File: src/verilog/rtac_pkg.sv
/*
  Shared constants for the clock's alarm, fixed-cycle timer and control register set.
  Assumes a 20 MHz system clock and a plain one-cycle register port.
*/
// Function
// RULE1: alarm registers at 8, 9, A with disable
// RULE2: alarm match sets alarm flag, pulls interrupt
// RULE3: 12-bit timer preset split over B and C
// RULE4: timer event when counter steps one to zero
// RULE5: unused timer preset acts as plain storage
// RULE6: factory test bits read zero, writes ignored
// RULE7: target select picks day or week field
// RULE8: timer enable starts and stops the timer
// RULE9: frequency select plus pin picks clock output
// RULE10: source select picks one of four periods
// RULE11: periods 4096 Hz, 64 Hz, 1 Hz, per minute
// RULE12: timer event sets timer flag bit 4
// RULE13: alarm event sets alarm flag bit 3
// RULE14: voltage-low flag sets on loss, holds
// RULE15: voltage-low write one ignored, zero clears
// RULE16: software reinitialises after voltage-low flag
// RULE17: timer irq enable gates timer interrupt
// RULE18: alarm irq enable gates alarm interrupt
// RULE19: stop bit halts clock and calendar counting
// RULE20: clearing timer flag or enable releases output
// RULE21: field disable bit makes field always match
// RULE22: flags clear on write zero, one ignored
package rtac_pkg;
  // ************************************************************
  // register offsets
  // ************************************************************
  localparam logic [3:0] ADDR_ALARM_MIN  = 4'h8;
  localparam logic [3:0] ADDR_ALARM_HOUR = 4'h9;
  localparam logic [3:0] ADDR_ALARM_WD   = 4'hA;
  localparam logic [3:0] ADDR_TPRE_LO    = 4'hB;
  localparam logic [3:0] ADDR_TPRE_HI    = 4'hC;
  localparam logic [3:0] ADDR_EXT        = 4'hD;
  localparam logic [3:0] ADDR_FLAGS      = 4'hE;
  localparam logic [3:0] ADDR_CTRL       = 4'hF;
  // ************************************************************
  // field positions
  // ************************************************************
  localparam int BIT_FIELD_DIS   = 7;
  localparam int BIT_TARGET_SEL  = 6;
  localparam int BIT_TIMER_EN    = 4;
  localparam int BIT_FSEL_HI     = 3;
  localparam int BIT_FSEL_LO     = 2;
  localparam int BIT_TSEL_HI     = 1;
  localparam int BIT_TSEL_LO     = 0;
  localparam int BIT_TIMER_FLAG  = 4;
  localparam int BIT_ALARM_FLAG  = 3;
  localparam int BIT_VLOW_FLAG   = 1;
  localparam int BIT_TIMER_IE    = 4;
  localparam int BIT_ALARM_IE    = 3;
  localparam int BIT_STOP        = 1;
  // writable bit masks; factory bits and zeros excluded
  localparam logic [7:0] MASK_EXT   = 8'h5F;
  localparam logic [7:0] MASK_CTRL  = 8'h1A;
  localparam logic [7:0] MASK_HI    = 8'hFF;
  localparam logic [7:0] RST_BYTE   = 8'h00;
  localparam logic [7:0] RST_EXT    = 8'h00;
  localparam logic [11:0] RST_TPRE  = 12'h001;
  // ************************************************************
  // timing
  // ************************************************************
  localparam int CLK_HZ          = 20000000;
  localparam int SRC0_HZ         = 4096;
  localparam int SRC1_HZ         = 64;
  localparam int SRC2_HZ         = 1;
  localparam int SRC3_PER_MIN_S  = 60;
  localparam int DIV4096_CYC     = CLK_HZ / SRC0_HZ;
  localparam int TRTN0_NS        = 122000;
  localparam int TRTN1_NS        = 7813000;
  localparam int CLK_NS          = 50;
  localparam int TRTN0_CYC       = TRTN0_NS / CLK_NS;
  localparam int TRTN1_CYC       = TRTN1_NS / CLK_NS;
  localparam int DIV64_STEPS     = SRC0_HZ / SRC1_HZ;
  localparam int DIV1_STEPS      = SRC1_HZ / SRC2_HZ;
  // timer source encodings
  typedef enum logic [1:0] {
    SRC_4096 = 2'b00,
    SRC_64   = 2'b01,
    SRC_1HZ  = 2'b10,
    SRC_MIN  = 2'b11
  } rtac_src_type;
endpackage

File: src/verilog/rtac_regs.sv
/*
  Alarm, fixed-cycle timer, flag and control registers of the real-time clock.
  Assumes a host on a one-cycle register port; time of day arrives from the counters.
*/
`timescale 1ns/1ps
module rtac_regs
  import rtac_pkg::*;
#(
  parameter int TRTN_SHORT_CYC = TRTN0_CYC,
  parameter int TRTN_LONG_CYC  = TRTN1_CYC,
  parameter int DIV_CYC        = DIV4096_CYC
) (
  input  wire logic        mclk,
  input  wire logic        nrst,
  input  wire logic [3:0]  addr,
  input  wire logic [7:0]  wdata,
  input  wire logic        wr_stb,
  input  wire logic        rd_stb,
  output logic      [7:0]  rdata,
  input  wire logic [6:0]  cur_minute,
  input  wire logic [5:0]  cur_hour,
  input  wire logic [6:0]  cur_weekday,
  input  wire logic [5:0]  cur_date,
  input  wire logic        minute_tick,
  input  wire logic        supply_loss,
  input  wire logic        clkout_enable_pin,
  output logic             counter_stop,
  output logic [1:0]       clkout_sel,
  output logic             clkout_active,
  output logic             irq_n_out,
  output logic             irq_n_oe
);
  // ************************************************************
  // register storage
  // ************************************************************
  logic [7:0]  alarm_minute_reg;
  logic [7:0]  alarm_hour_reg;
  logic [7:0]  alarm_wd_reg;
  logic [11:0] tpre_reg;
  logic [3:0]  tpre_ram_reg;
  logic [7:0]  ext_reg;
  logic        timer_event_flag_reg;
  logic        alarm_event_flag_reg;
  logic        voltage_low_flag_reg;
  logic [7:0]  ctrl_reg;
  logic [11:0] tcount_reg;
  logic [11:0] tcount_next;
  logic        te_prev_reg;
  logic        match_prev_reg;
  logic [12:0] div_reg;
  logic [5:0]  sub64_reg;
  logic [5:0]  sub1_reg;
  logic        irq_t_reg;
  logic        irq_a_reg;
  logic [17:0] rtn_reg;
  logic [7:0]  rdata_reg;
  logic        stop_reg;
  logic [1:0]  fsel_reg;
  logic        clk_act_reg;

  // ************************************************************
  // decode
  // ************************************************************
  wire wr_amin  = wr_stb && (addr == ADDR_ALARM_MIN);
  wire wr_ahour = wr_stb && (addr == ADDR_ALARM_HOUR);
  wire wr_awd   = wr_stb && (addr == ADDR_ALARM_WD);
  wire wr_tlo   = wr_stb && (addr == ADDR_TPRE_LO);
  wire wr_thi   = wr_stb && (addr == ADDR_TPRE_HI);
  wire wr_ext   = wr_stb && (addr == ADDR_EXT);
  wire wr_flags = wr_stb && (addr == ADDR_FLAGS);
  wire wr_ctrl  = wr_stb && (addr == ADDR_CTRL);

  wire timer_en  = ext_reg[BIT_TIMER_EN];
  wire target_dt = ext_reg[BIT_TARGET_SEL];
  wire [1:0] tsel = {ext_reg[BIT_TSEL_HI], ext_reg[BIT_TSEL_LO]};
  wire timer_ie  = ctrl_reg[BIT_TIMER_IE];
  wire alarm_ie  = ctrl_reg[BIT_ALARM_IE];

  // ************************************************************
  // alarm compare
  // ************************************************************
  // a disabled field matches any value
  wire min_ok  = alarm_minute_reg[BIT_FIELD_DIS] ||
                 (alarm_minute_reg[6:0] == cur_minute); // RULE21
  wire hour_ok = alarm_hour_reg[BIT_FIELD_DIS] ||
                 (alarm_hour_reg[5:0] == cur_hour); // RULE21
  wire wk_ok   = |(alarm_wd_reg[6:0] & cur_weekday);
  wire dt_ok   = (alarm_wd_reg[5:0] == cur_date);
  wire wd_ok   = alarm_wd_reg[BIT_FIELD_DIS] || (target_dt ? dt_ok : wk_ok); // RULE7
  wire match_now   = min_ok && hour_ok && wd_ok;
  // edge only, so a held match fires once and a cleared flag stays clear
  wire alarm_event = match_now && !match_prev_reg; // RULE2

  // ************************************************************
  // timer source clocks
  // ************************************************************
  wire tick4096 = (div_reg == 13'(DIV_CYC - 1));
  wire tick64   = tick4096 && (sub64_reg == 6'(DIV64_STEPS - 1));
  wire tick1    = tick64 && (sub1_reg == 6'(DIV1_STEPS - 1));
  logic src_tick;
  always_comb begin
    case (tsel) // RULE10 RULE11
      SRC_4096: src_tick = tick4096;
      SRC_64:   src_tick = tick64;
      SRC_1HZ:  src_tick = tick1;
      SRC_MIN:  src_tick = minute_tick;
      default:  src_tick = 1'b0;
    endcase
  end

  // ************************************************************
  // down counter
  // ************************************************************
  wire te_rise     = timer_en && !te_prev_reg;
  wire timer_event = timer_en && !te_rise && src_tick &&
                     (tcount_reg == 12'h001); // RULE4
  always_comb begin
    if (!timer_en || te_rise) begin
      tcount_next = tpre_reg; // RULE8
    end else if (src_tick) begin
      tcount_next = (tcount_reg == 12'h001) ? tpre_reg : tcount_reg - 12'h001;
    end else begin
      tcount_next = tcount_reg;
    end
  end

  // ************************************************************
  // interrupt output
  // ************************************************************
  wire [17:0] rtn_len = (tsel == SRC_4096) ? 18'(TRTN_SHORT_CYC) : 18'(TRTN_LONG_CYC);
  wire flag_clr_t = wr_flags && !wdata[BIT_TIMER_FLAG];
  wire flag_clr_a = wr_flags && !wdata[BIT_ALARM_FLAG];
  wire ie_clr_t   = wr_ctrl && !wdata[BIT_TIMER_IE];
  wire ie_clr_a   = wr_ctrl && !wdata[BIT_ALARM_IE];
  wire stop_t     = wr_ext && !wdata[BIT_TIMER_EN];
  wire irq_t_next = (timer_event && timer_ie) ? 1'b1 : // RULE17
                    (flag_clr_t || ie_clr_t || stop_t || rtn_reg == 18'h00001) ? 1'b0 :
                    irq_t_reg; // RULE20
  wire irq_a_next = (alarm_event && alarm_ie) ? 1'b1 : // RULE18
                    (flag_clr_a || ie_clr_a) ? 1'b0 : irq_a_reg;

  // ************************************************************
  // readback
  // ************************************************************
  // factory test bits always read zero here
  logic [7:0] rd_mux;
  always_comb begin
    case (addr) // RULE6
      ADDR_ALARM_MIN:  rd_mux = alarm_minute_reg;
      ADDR_ALARM_HOUR: rd_mux = alarm_hour_reg;
      ADDR_ALARM_WD:   rd_mux = alarm_wd_reg;
      ADDR_TPRE_LO:    rd_mux = timer_en ? tpre_reg[7:0] : tcount_reg[7:0];
      ADDR_TPRE_HI:    rd_mux = {tpre_ram_reg, timer_en ? tpre_reg[11:8] : tcount_reg[11:8]};
      ADDR_EXT:        rd_mux = ext_reg & MASK_EXT;
      ADDR_FLAGS:      rd_mux = {3'h0, timer_event_flag_reg, alarm_event_flag_reg,
                                 1'b0, voltage_low_flag_reg, 1'b0};
      ADDR_CTRL:       rd_mux = ctrl_reg & MASK_CTRL;
      default:         rd_mux = RST_BYTE;
    endcase
  end

  // ************************************************************
  // register writes
  // ************************************************************
  // alarm and preset storage; preset doubles as ram when timer idle
  always_ff @(posedge mclk or negedge nrst) begin
    if (!nrst) begin
      alarm_minute_reg <= RST_BYTE;
      alarm_hour_reg   <= RST_BYTE;
      alarm_wd_reg     <= RST_BYTE;
      tpre_reg         <= RST_TPRE;
      tpre_ram_reg     <= 4'h0;
    end else begin
      if (wr_amin)  alarm_minute_reg <= wdata; // RULE1
      if (wr_ahour) alarm_hour_reg   <= wdata; // RULE1
      if (wr_awd)   alarm_wd_reg     <= wdata; // RULE1
      if (wr_tlo)   tpre_reg[7:0]    <= wdata; // RULE3 RULE5
      if (wr_thi)   tpre_reg[11:8]   <= wdata[3:0]; // RULE3
      // upper nibble of the high preset byte is plain storage only
      if (wr_thi)   tpre_ram_reg     <= wdata[7:4]; // RULE5
    end
  end

  // extension and control; factory bits never stored
  always_ff @(posedge mclk or negedge nrst) begin
    if (!nrst) begin
      ext_reg  <= RST_EXT;
      ctrl_reg <= RST_BYTE;
    end else begin
      if (wr_ext)  ext_reg  <= wdata & MASK_EXT; // RULE6 RULE8
      if (wr_ctrl) ctrl_reg <= wdata & MASK_CTRL; // RULE6
    end
  end

  // sticky flags: the set wins over a same-cycle clear
  always_ff @(posedge mclk or negedge nrst) begin
    if (!nrst) begin
      timer_event_flag_reg <= 1'b0;
      alarm_event_flag_reg <= 1'b0;
      voltage_low_flag_reg <= 1'b1;
    end else begin
      if (timer_event)     timer_event_flag_reg <= 1'b1; // RULE12
      else if (flag_clr_t) timer_event_flag_reg <= 1'b0; // RULE22
      if (alarm_event)     alarm_event_flag_reg <= 1'b1; // RULE13
      else if (flag_clr_a) alarm_event_flag_reg <= 1'b0; // RULE22
      if (supply_loss)     voltage_low_flag_reg <= 1'b1; // RULE14
      else if (wr_flags && !wdata[BIT_VLOW_FLAG]) voltage_low_flag_reg <= 1'b0; // RULE15
    end
  end

  // source divider and countdown
  always_ff @(posedge mclk or negedge nrst) begin
    if (!nrst) begin
      div_reg        <= 13'h0000;
      sub64_reg      <= 6'h00;
      sub1_reg       <= 6'h00;
      tcount_reg     <= RST_TPRE;
      te_prev_reg    <= 1'b0;
      match_prev_reg <= 1'b0;
    end else begin
      div_reg        <= tick4096 ? 13'h0000 : div_reg + 13'h0001;
      if (tick4096) sub64_reg <= tick64 ? 6'h00 : sub64_reg + 6'h01;
      if (tick64)   sub1_reg  <= tick1 ? 6'h00 : sub1_reg + 6'h01;
      tcount_reg     <= tcount_next;
      te_prev_reg    <= timer_en;
      match_prev_reg <= match_now;
    end
  end

  // interrupt hold timer: timer interrupt self-releases after the return time
  always_ff @(posedge mclk or negedge nrst) begin
    if (!nrst) begin
      irq_t_reg <= 1'b0;
      irq_a_reg <= 1'b0;
      rtn_reg   <= 18'h00000;
    end else begin
      irq_t_reg <= irq_t_next;
      irq_a_reg <= irq_a_next;
      if (timer_event && timer_ie) rtn_reg <= rtn_len;
      else if (rtn_reg != 18'h00000) rtn_reg <= rtn_reg - 18'h00001;
    end
  end

  // registered pin and side outputs
  always_ff @(posedge mclk or negedge nrst) begin
    if (!nrst) begin
      irq_n_oe    <= 1'b0;
      rdata_reg   <= RST_BYTE;
      stop_reg    <= 1'b0;
      fsel_reg    <= 2'b00;
      clk_act_reg <= 1'b0;
    end else begin
      irq_n_oe    <= irq_t_next || irq_a_next; // RULE2 RULE20
      if (rd_stb) rdata_reg <= rd_mux;
      stop_reg    <= ctrl_reg[BIT_STOP]; // RULE19
      fsel_reg    <= {ext_reg[BIT_FSEL_HI], ext_reg[BIT_FSEL_LO]}; // RULE9
      clk_act_reg <= clkout_enable_pin; // RULE9
    end
  end

  assign rdata         = rdata_reg;
  assign irq_n_out     = 1'b0;
  assign counter_stop  = stop_reg;
  assign clkout_sel    = fsel_reg;
  assign clkout_active = clk_act_reg;

  // ************************************************************
  // checks
  // ************************************************************
  AST_TFLAG_SET: assert property (@(posedge mclk) disable iff (!nrst)
    timer_event |=> timer_event_flag_reg) // RULE12
    else $error("timer flag not set after event");
  AST_AFLAG_SET: assert property (@(posedge mclk) disable iff (!nrst)
    alarm_event |=> alarm_event_flag_reg) // RULE13
    else $error("alarm flag not set after event");
  AST_VLF_HOLD: assert property (@(posedge mclk) disable iff (!nrst)
    (voltage_low_flag_reg && !(wr_flags && !wdata[BIT_VLOW_FLAG])) |=> voltage_low_flag_reg) // RULE15
    else $error("voltage flag dropped without a zero write");
  AST_IRQ_TIMER: assert property (@(posedge mclk) disable iff (!nrst)
    (timer_event && timer_ie) |=> irq_n_oe) // RULE17
    else $error("interrupt not driven on timer event");
  AST_IRQ_ALARM: assert property (@(posedge mclk) disable iff (!nrst)
    (alarm_event && alarm_ie) |=> irq_n_oe) // RULE18
    else $error("interrupt not driven on alarm event");
  AST_IRQ_RELEASE: assert property (@(posedge mclk) disable iff (!nrst)
    (ie_clr_t && !timer_event && !irq_a_next) |=> !irq_n_oe) // RULE20
    else $error("interrupt not released on enable clear");
  AST_TIMER_STEP: assert property (@(posedge mclk) disable iff (!nrst)
    timer_event |=> (tcount_reg == $past(tpre_reg))) // RULE4
    else $error("counter did not reload after event");
  AST_TIMER_OFF: assert property (@(posedge mclk) disable iff (!nrst)
    !timer_en |=> !timer_event) // RULE8
    else $error("timer event while disabled");
  AST_STOP_OUT: assert property (@(posedge mclk) disable iff (!nrst)
    (wr_ctrl && wdata[BIT_STOP]) |=> ##1 counter_stop) // RULE19
    else $error("stop output not raised");
endmodule

File: config.mk
export PLATFORM = sky130hd
export DESIGN_NAME = rtac_regs
export DESIGN_NICKNAME = d
export VERILOG_FILES = /design/src/verilog/rtac_pkg.sv /design/src/verilog/rtac_regs.sv
export SDC_FILE = /design/constraint.sdc
export NUM_CORES = 1
export LEC_CHECK = 0
export ABC_AREA = 1
export BUFFER_PORTS_ARGS = -buffer_cell sky130_fd_sc_hd__buf_4
export CORE_MARGIN = 5
export CORE_UTILIZATION = 45
export CTS_BUF_LIST = sky130_fd_sc_hd__clkbuf_16
export DETAILED_ROUTE_END_ITERATION = 10
export PLACE_DENSITY_LB_ADDON = 0.3
export SETUP_SLACK_MARGIN = 0.15
export SLEW_MARGIN = 20
export SYNTH_ARGS = -nofsm -noshare
export SYNTH_HDL_FRONTEND = slang
export SYNTH_SLANG_ARGS = --single-unit
File: constraint.sdc
create_clock -name mclk -period 2 [get_ports mclk]
set_input_delay 0.1 -clock mclk [delete_from_list [all_inputs] [get_ports mclk]]
set_output_delay 0.1 -clock mclk [all_outputs]
set_load 0.02 [all_outputs]
== After elaboration in Yosys (flattened, before gate mapping) ==
Cells that the tools add are included.
Word-level totals
  word-level logic and storage cells: 123
  input bits: 45
  bits in registers: 124
  output and inout bits: 14
Cells by class
  reductions and logical operators: 49
  equality and inequality tests: 19
  bitwise gates (word level): 1
  multiplexer cells: 24
  $add $sub $neg: 5
Operators by type and width (count)
  8-bit one-hot mux with 8 select lines: 1
  18-bit two-way mux: 3
  12-bit two-way mux: 3
  4-bit equality test, second input constant: 8
  1-bit logical AND: 25
  18-bit by 1-bit equality test with 1-bit output, second input constant: 1
  18-bit nonzero test: 1
  18-bit by 1-bit subtractor with 18-bit output, second input constant: 1
  13-bit by 1-bit adder with 13-bit output, second input constant: 1
  13-bit equality test, second input constant: 1
  13-bit two-way mux: 1
  6-bit by 1-bit adder with 6-bit output, second input constant: 2
  12-bit by 1-bit equality test with 1-bit output, second input constant: 1
  6-bit equality test: 2
  6-bit equality test, second input constant: 2
  6-bit two-way mux: 2
  12-bit by 1-bit subtractor with 12-bit output, second input constant: 1
  1-bit two-way mux: 11
  2-bit nonzero test: 5
  1-bit logical OR: 9
  8-bit two-way mux: 1
  7-bit bitwise AND: 1
  7-bit equality test: 1
  1-bit zero test: 7
  other kinds (6): 7

== Depth between registers and ports, before layout ==
Gate-level depths: netlist (run 1).
  word-level depth: 9
  gate-level depth with buffers: 15
  depth with buffers taken out: 15

== Worst setup path before layout (run 1) ==
Ideal clock, no wire load.
  path type: reg-to-reg
  start: register div_reg[1]
  end: register tcount_reg[1]
  library setup time: 0.130 ns
  arrival: 1.585 ns
  buffers on the path: 1
  period minus slack after synthesis: 1.715 ns
  slack: 0.285 ns
  stages on the path, launching flop included: 15
  required time: 1.870 ns
  cell sequence: dfrtp_1 -> inv_1 -> ha_1 -> nand2_1 -> inv_1 -> nand2_1 -> nor2_4 -> nand4_2 -> nand2_1 -> nand2_2 -> nand2_2 -> nand2_1 -> nand2_2 -> buf_2 -> o21ai_0
On the way
  longest elaborated chain between the ends: 5
Ends and longest elaborated chain
  start: declaration: RTL line rtac_regs.sv:50  | logic [12:0] div_reg;
  start signal: assignment: RTL line rtac_regs.sv:221  | div_reg <= tick4096 ? 13'h0000 : div_reg + 13'h0001;
  13-bit equality test *: RTL line rtac_regs.sv:97  | wire tick4096 = (div_reg == 13'(DIV_CYC - 1));
  1-bit logical AND: RTL line rtac_regs.sv:98  | wire tick64 = tick4096 && (sub64_reg == 6'(DIV64_STEPS - 1));
  1-bit logical AND: RTL line rtac_regs.sv:99  | wire tick1 = tick64 && (sub1_reg == 6'(DIV1_STEPS - 1));
  1-bit one-hot mux with 4 select lines *: RTL line rtac_regs.sv:102  | case (tsel)
  2-bit nonzero test (no line) *
  end signal: assignment: RTL line rtac_regs.sv:224  | tcount_reg <= tcount_next;
  end: declaration: RTL line rtac_regs.sv:46  | logic [11:0] tcount_reg;
Every way passes the cells marked *; elsewhere a longest branch is shown, timed or not.
A chain may end at the register's enable or synchronous reset.

== Worst setup path in the final report (run 1) ==
  start: register div_reg[1]
  end: register rtn_reg[8]
On the way
  longest elaborated chain between the ends: 8
  elaborated cells between the ends (all ways): 9
  those cells by class: eq/ne: 1; mux: 2; reduce/logical: 6
Ends and longest elaborated chain
  13-bit equality test *: RTL line rtac_regs.sv:97
  1-bit logical AND: RTL line rtac_regs.sv:98
  1-bit logical AND: RTL line rtac_regs.sv:99
  1-bit one-hot mux with 4 select lines *: RTL line rtac_regs.sv:102
  1-bit logical AND * (2 in a row): RTL line rtac_regs.sv:115  | wire timer_event = timer_en && !te_rise && src_tick &&
  1-bit logical AND *: RTL line rtac_regs.sv:239  | if (timer_event && timer_ie) rtn_reg <= rtn_len;
  18-bit two-way mux / 2-bit nonzero test (equally long branches)
  end signal: assignment: RTL line rtac_regs.sv:239
  end signal: assignment: RTL line rtac_regs.sv:240  | else if (rtn_reg != 18'h00000) rtn_reg <= rtn_reg - 18'h00001;
  end: declaration: RTL line rtac_regs.sv:55  | logic [17:0] rtn_reg;
Marked as above.

==> reports/results.tsv, run 1 <==
metric	value	unit
WL per Instance	14.7	um
Finished Layout Cells	1110	
fmax	518	MHz
area leader, netlist	dfrtp_1	
Period minus WS final	1.93	ns
crit end category	flip-flop	
Yosys warning count	0	
Power Dens Cells	958	mW/mm^2
chip width	130	um
Hold Path Cell Cnt	3	
CTS tree	done	
syn avg cell area	7.98	um^2
Clock Pin Slew Worst Setup and Hold Paths	0.06	ns
share of power burned in registers	41.4	%
total grt overflow	0	
Critical Path Start	div_reg[1]$_DFF_PN0_	
Power Total	0.00795	W
Largest register FFs	18	
Yosys reg bits	124	
Clock power frac	38.8	%
Ports	59	
DP Cell Count	1061	
most common cell after layout, fill and taps aside	nand2_1	
endpoints failing hold	0	
largest net degree at the start of global routing	47	
Worst setup SP type	flip-flop	
worst skew pair latency	0.43	ns
Total Die Area	0.0170	mm^2
Pleak	4.08	nW
number of global-route vias before repair	5189	
crit path max fanout	6	
Worst IR Drop VDD	0.000724	V
outcome	finished clean	
Sw Share	31.8	%
Synth-to-Final Area Change	27.1	%
Final HPWL DP	11400	um
total track usage	19.6	%
Setup CP Type	reg2reg	
clk_skew	0.00901	ns
Initial Util	45.4	%
top post-synthesis cells by area	dfrtp_1 (46%), nand2_1 (12%), o21ai_0 (7.7%), inv_1 (6.4%), nor2_1 (3.4%)	
Via Count	5741	
Nets	966	
Unique masters post-synth	42	
Seq/Total Area, Yosys	47.6	%
area share of the largest cell type after synthesis	46.4	%
Bufs on Longest Clock Path	2	
htree depth	4	
Max Slew Vio Count	0	
max-cap violations	0	
Antenna Nets Post-Route	0	
Rows	44	
crit share post-route	96.5	%
CORE AREA	0.0144	mm^2
cell area after synthesis	0.00653	mm^2
most frequent cells in the layout	nand2_1 (183), dfrtp_1 (121), inv_1 (104)	
R2R Setup Slk	0.07	ns
RSZ-0062 raised after global routing	true	
first-pass GRT wire length	26000	um
clk sinks	124	
via/cell ratio	5.17	
ant diodes	0	
RR Startpoint	div_reg[1]$_DFF_PN0_	
Hold Path Class	in2reg	
Sw Pwr	0.00253	W
DRT Wirelength	16300	um
CTS buffer count	17	
Syn Inst Count	818	
Die Ht	130	um
Gate power share	19.8	%
setup TNS	0	ns
DR DRC count	0	
worst reg-to-reg path cell count	15	
Port Buffer Count	57	
iteration count of the initial detailed-routing pass	5	
initial antenna violation count	0	
Placer Congestion	0.873	
Int Power	0.00542	W
WP data arrival	2.29	ns
final worst slack	0.0703	ns
endpoints failing setup	0	
CTS root buffer	clkbuf_16	
Mapped Nets	871	
Hold Crit Start	wdata[6]	
pre-CTS WS	0.0502	ns
fraction of layout instances using a drive strength above 1	21.6	%
Initial DRC Count	444	
Critical Path RT	2.36	ns
synth_stat cells (all sizes together):
cell    count
a21oi      24
a221oi      8
a22o        5
and3        1
buf         7
clkbuf     10
conb        1
dfrtp     121
dfstp       3
ha          8
inv       116
nand2     210
nand3      34
nand4      24
nor2       67
nor3       12
nor3b       2
nor4        1
o211a       1
o211ai      8
o21a        1
o21ai     104
o21bai      3
o22ai       3
o31ai       1
or2         6
xnor2      16
xor2       21
critical path, cell delays in order, from the launching register on:
cell	delay, ns
dfrtp_1	0.39
inv_2	0.08
ha_4	0.12
nand2_1	0.05
inv_1	0.07
nand2_2	0.07
nor2_4	0.15
nand4_2	0.10
nand2_1	0.10
nand2_2	0.07
nand2_2	0.10
nand4_4	0.17
buf_12	0.21
nand2_4	0.06
nand2_4	0.05
nor2_2	0.09
path summary, 6_finish.rpt:
path,to
min reg2reg,counter_stop$_DFF_PN0_
max reg2reg,rtn_reg[8]$_DFFE_PN0P_
min in group asynchronous,div_reg[3]$_DFF_PN0_
max,rtn_reg[8]$_DFFE_PN0P_
min,alarm_minute_reg[6]$_DFFE_PN0P_
max in group asynchronous,tpre_reg[0]$_DFFE_PN1P_
logic make-up after synthesis:
family	after synthesis	synth area share (%)
xor+xnor	37	4.97
compound gates	158	13.6
fa+ha+maj	8	1.53
other cells	1	0.0575
buf+inv	133	8.01
simple gates	357	24.3
flops	124	47.6
layout make-up:
type	count	area [um^2]
Fill cell	1286	6080
Sequential cell	124	3110
Multi-Input combinational cell	561	3100
Timing Repair Buffer	93	826
Inverter	116	440
Clock buffer	17	425
Tap cell	184	230
Clock inverter	15	165
routing by layer:
layer,vias up,track usage (%),wire [um]
met1,2719,27.0,7460
li1,2860,-,-
met4,0,6.11,240
met5,-,0,0
met3,21,4.39,717
met2,141,31.2,7870
what timing repair did:
action	CTS	global route
hold buffers	7	0
hold endpoints to repair	41	0
gates resized for setup	6	69
gates cloned	0	4
pin swaps	1	13
setup endpoints to repair	24	32
buffers inserted	1	5
per-stage QoR:
step,hold WS (ns),instance area [um^2],util [%]
4_1_cts,0.0592,7980,55.6
2_1_floorplan,-0.196,6530,-
3_3_place_gp,0.0943,7290,50.7
3_5_place_dp,0.0972,7290,50.7
6_report,0.0688,8290,57.7
5_1_grt,0.0677,8290,57.7
power groups by stage:
| stage | logic, W | clock network, W | registers (W) |
|---|---|---|---|
| after floorplan | 0.000952 | 0 | 0.00325 |
| after global placement | 0.00143 | 0 | 0.00331 |
| after detailed placement | 0.00146 | 0 | 0.00331 |
| after CTS | 0.00148 | 0.00312 | 0.00328 |
| after global routing | 0.00178 | 0.00325 | 0.00334 |
| final | 0.00157 | 0.00308 | 0.00329 |
Note: power is estimated with default switching activity, not from simulation.
==> run 2: changes to the inputs <==
--- a/config.mk
+++ b/config.mk
@@ -8,11 +8,10 @@
 export ABC_AREA = 1
 export BUFFER_PORTS_ARGS = -buffer_cell sky130_fd_sc_hd__buf_4
 export CORE_MARGIN = 5
-export CORE_UTILIZATION = 45
+export CORE_UTILIZATION = 55
 export CTS_BUF_LIST = sky130_fd_sc_hd__clkbuf_16
 export DETAILED_ROUTE_END_ITERATION = 10
 export PLACE_DENSITY_LB_ADDON = 0.3
-export SETUP_SLACK_MARGIN = 0.15
 export SLEW_MARGIN = 20
 export SYNTH_ARGS = -nofsm -noshare
 export SYNTH_HDL_FRONTEND = slang
==> reports/results.tsv, run 2 (synthesized netlist as in run 1, its figures left out) <==
metric	value	unit
area of the multi-input gates	0.00304	mm^2
Port Buffer Count	57	
DR DRC count	0	
chip width	119	um
Final HPWL DP	11300	um
clk_skew	0.00962	ns
WP data arrival	2.20	ns
Period minus WS final	1.90	ns
Synth-to-Final Area Change	24.4	%
number of global-route vias before repair	5560	
Clock Pin Slew Worst Setup and Hold Paths	0.06	ns
clk sinks	124	
Power Dens Cells	967	mW/mm^2
Worst setup SP type	flip-flop	
Worst IR Drop VDD	0.000760	V
Least-Margin Pin Slew	0.583	ns
first-pass GRT wire length	27000	um
Rows	39	
FF+latch area	0.00311	mm^2
CORE AREA	0.0115	mm^2
Min Hold Slack	0.0555	ns
Total Die Area	0.0141	mm^2
Initial DRC Count	683	
Largest register FFs	18	
via/cell ratio	5.46	
largest net degree at the start of global routing	44	
slew margin rel.	61.1	%
most frequent cells in the layout	nand2_1 (195), dfrtp_1 (121), inv_1 (113)	
ant diodes	0	
Max Slew Vio Count	0	
Initial Util	56.7	%
Pleak	4.08	nW
Critical Path RT	2.30	ns
max-cap violations	0	
CTS tree	done	
CTS buffer count	17	
Die Ht	119	um
WL per Instance	15.8	um
Placer Congestion	0.838	
Antenna Nets Post-Route	0	
Via Count	5828	
Bufs on Longest Clock Path	2	
Setup CP Type	reg2reg	
endpoints failing hold	0	
fillers	889	
outcome	finished clean	
final worst slack	0.0979	ns
fraction of layout instances using a drive strength above 1	17.6	%
setup TNS	0	ns
Ports	59	
htree depth	4	
DP Cell Count	1019	
initial antenna violation count	0	
iteration count of the initial detailed-routing pass	7	
endpoints failing setup	0	
CTS root buffer	clkbuf_16	
Nets	964	
Hold Path Class	in2reg	
Power Total	0.00785	W
DRT Wirelength	16900	um
most common cell after layout, fill and taps aside	nand2_1	
crit share post-route	95.1	%
Finished Layout Cells	1067	
worst skew pair latency	0.42	ns
total grt overflow	0	
fmax	526	MHz
pre-CTS WS	0.0490	ns
crit end category	flip-flop	
total track usage	23.7	%
crit path max fanout	7	
run 2: what timing repair did:
item                       in CTS  in global routing
hold buffers                    7                  0
gates resized for setup         0                 39
buffers inserted                0                  6
setup endpoints to repair       0                 30
hold endpoints to repair       47                  0
run 2: worst max-delay path, stage by stage, from the launching register on:
cell and delay (ns):
dfrtp_1 0.39, ha_2 0.22, nand3_2 0.11, nor2_4 0.18, nand3_2 0.12, nand2_2 0.08
nand2_2 0.09, nand2_4 0.09, nand4_4 0.11, buf_8 0.18, buf_6 0.12, nand2_2 0.06
a21oi_2 0.05
run 2: worst paths after layout:
check,startpoint,endpoint,slack [ns],cells past startpoint
setup / recovery,sub64_reg[0]$_DFFE_PN0N_,rtn_reg[2]$_DFFE_PN0P_,0.1,12
hold / removal,wdata[5],alarm_minute_reg[5]$_DFFE_PN0P_,0.06,3
setup reg to reg,sub64_reg[0]$_DFFE_PN0N_,rtn_reg[2]$_DFFE_PN0P_,0.1,12
hold reg to reg,ext_reg[2]$_DFFE_PN0P_,clkout_sel[0]$_DFF_PN0_,0.44,0
max in group asynchronous,nrst,voltage_low_flag_reg$_DFFE_PN1P_,1.10,3
min in group asynchronous,nrst,sub1_reg[1]$_DFFE_PN0N_,0.22,2
run 2: cell type report:
cell class,count,share of cell area [%]
clock buffer,17,5.24
clock inverter,15,1.76
inverter,116,5.41
multi-input combinational,562,37.5
sequential,124,38.3
tap,143,2.20
timing repair buffer,90,9.62
run 2: per-layer routing:
metal  GRT usage [%]  wire length (um)  vias up
met2            39.2              8520      170
met4            7.60               320        0
li1                -                 -     2845
met3            5.73               834       29
met5               0                 0        -
met1            31.0              7180     2784
run 2: metrics by stage:
step	instance area (um^2)	utilization, %
2_1_floorplan	6530	-
3_3_place_gp	7220	62.7
3_5_place_dp	7220	62.7
4_1_cts	7860	68.2
5_1_grt	8120	70.5
6_report	8120	70.5
run 2: where the power goes:
group / internal (W) / leakage (nW) / switching [W]
clock: 0.00191 / 0.300 / 0.00107
combinational: 0.000627 / 2.20 / 0.000937
sequential: 0.00291 / 1.58 / 0.000392
total: 0.00545 / 4.08 / 0.00240
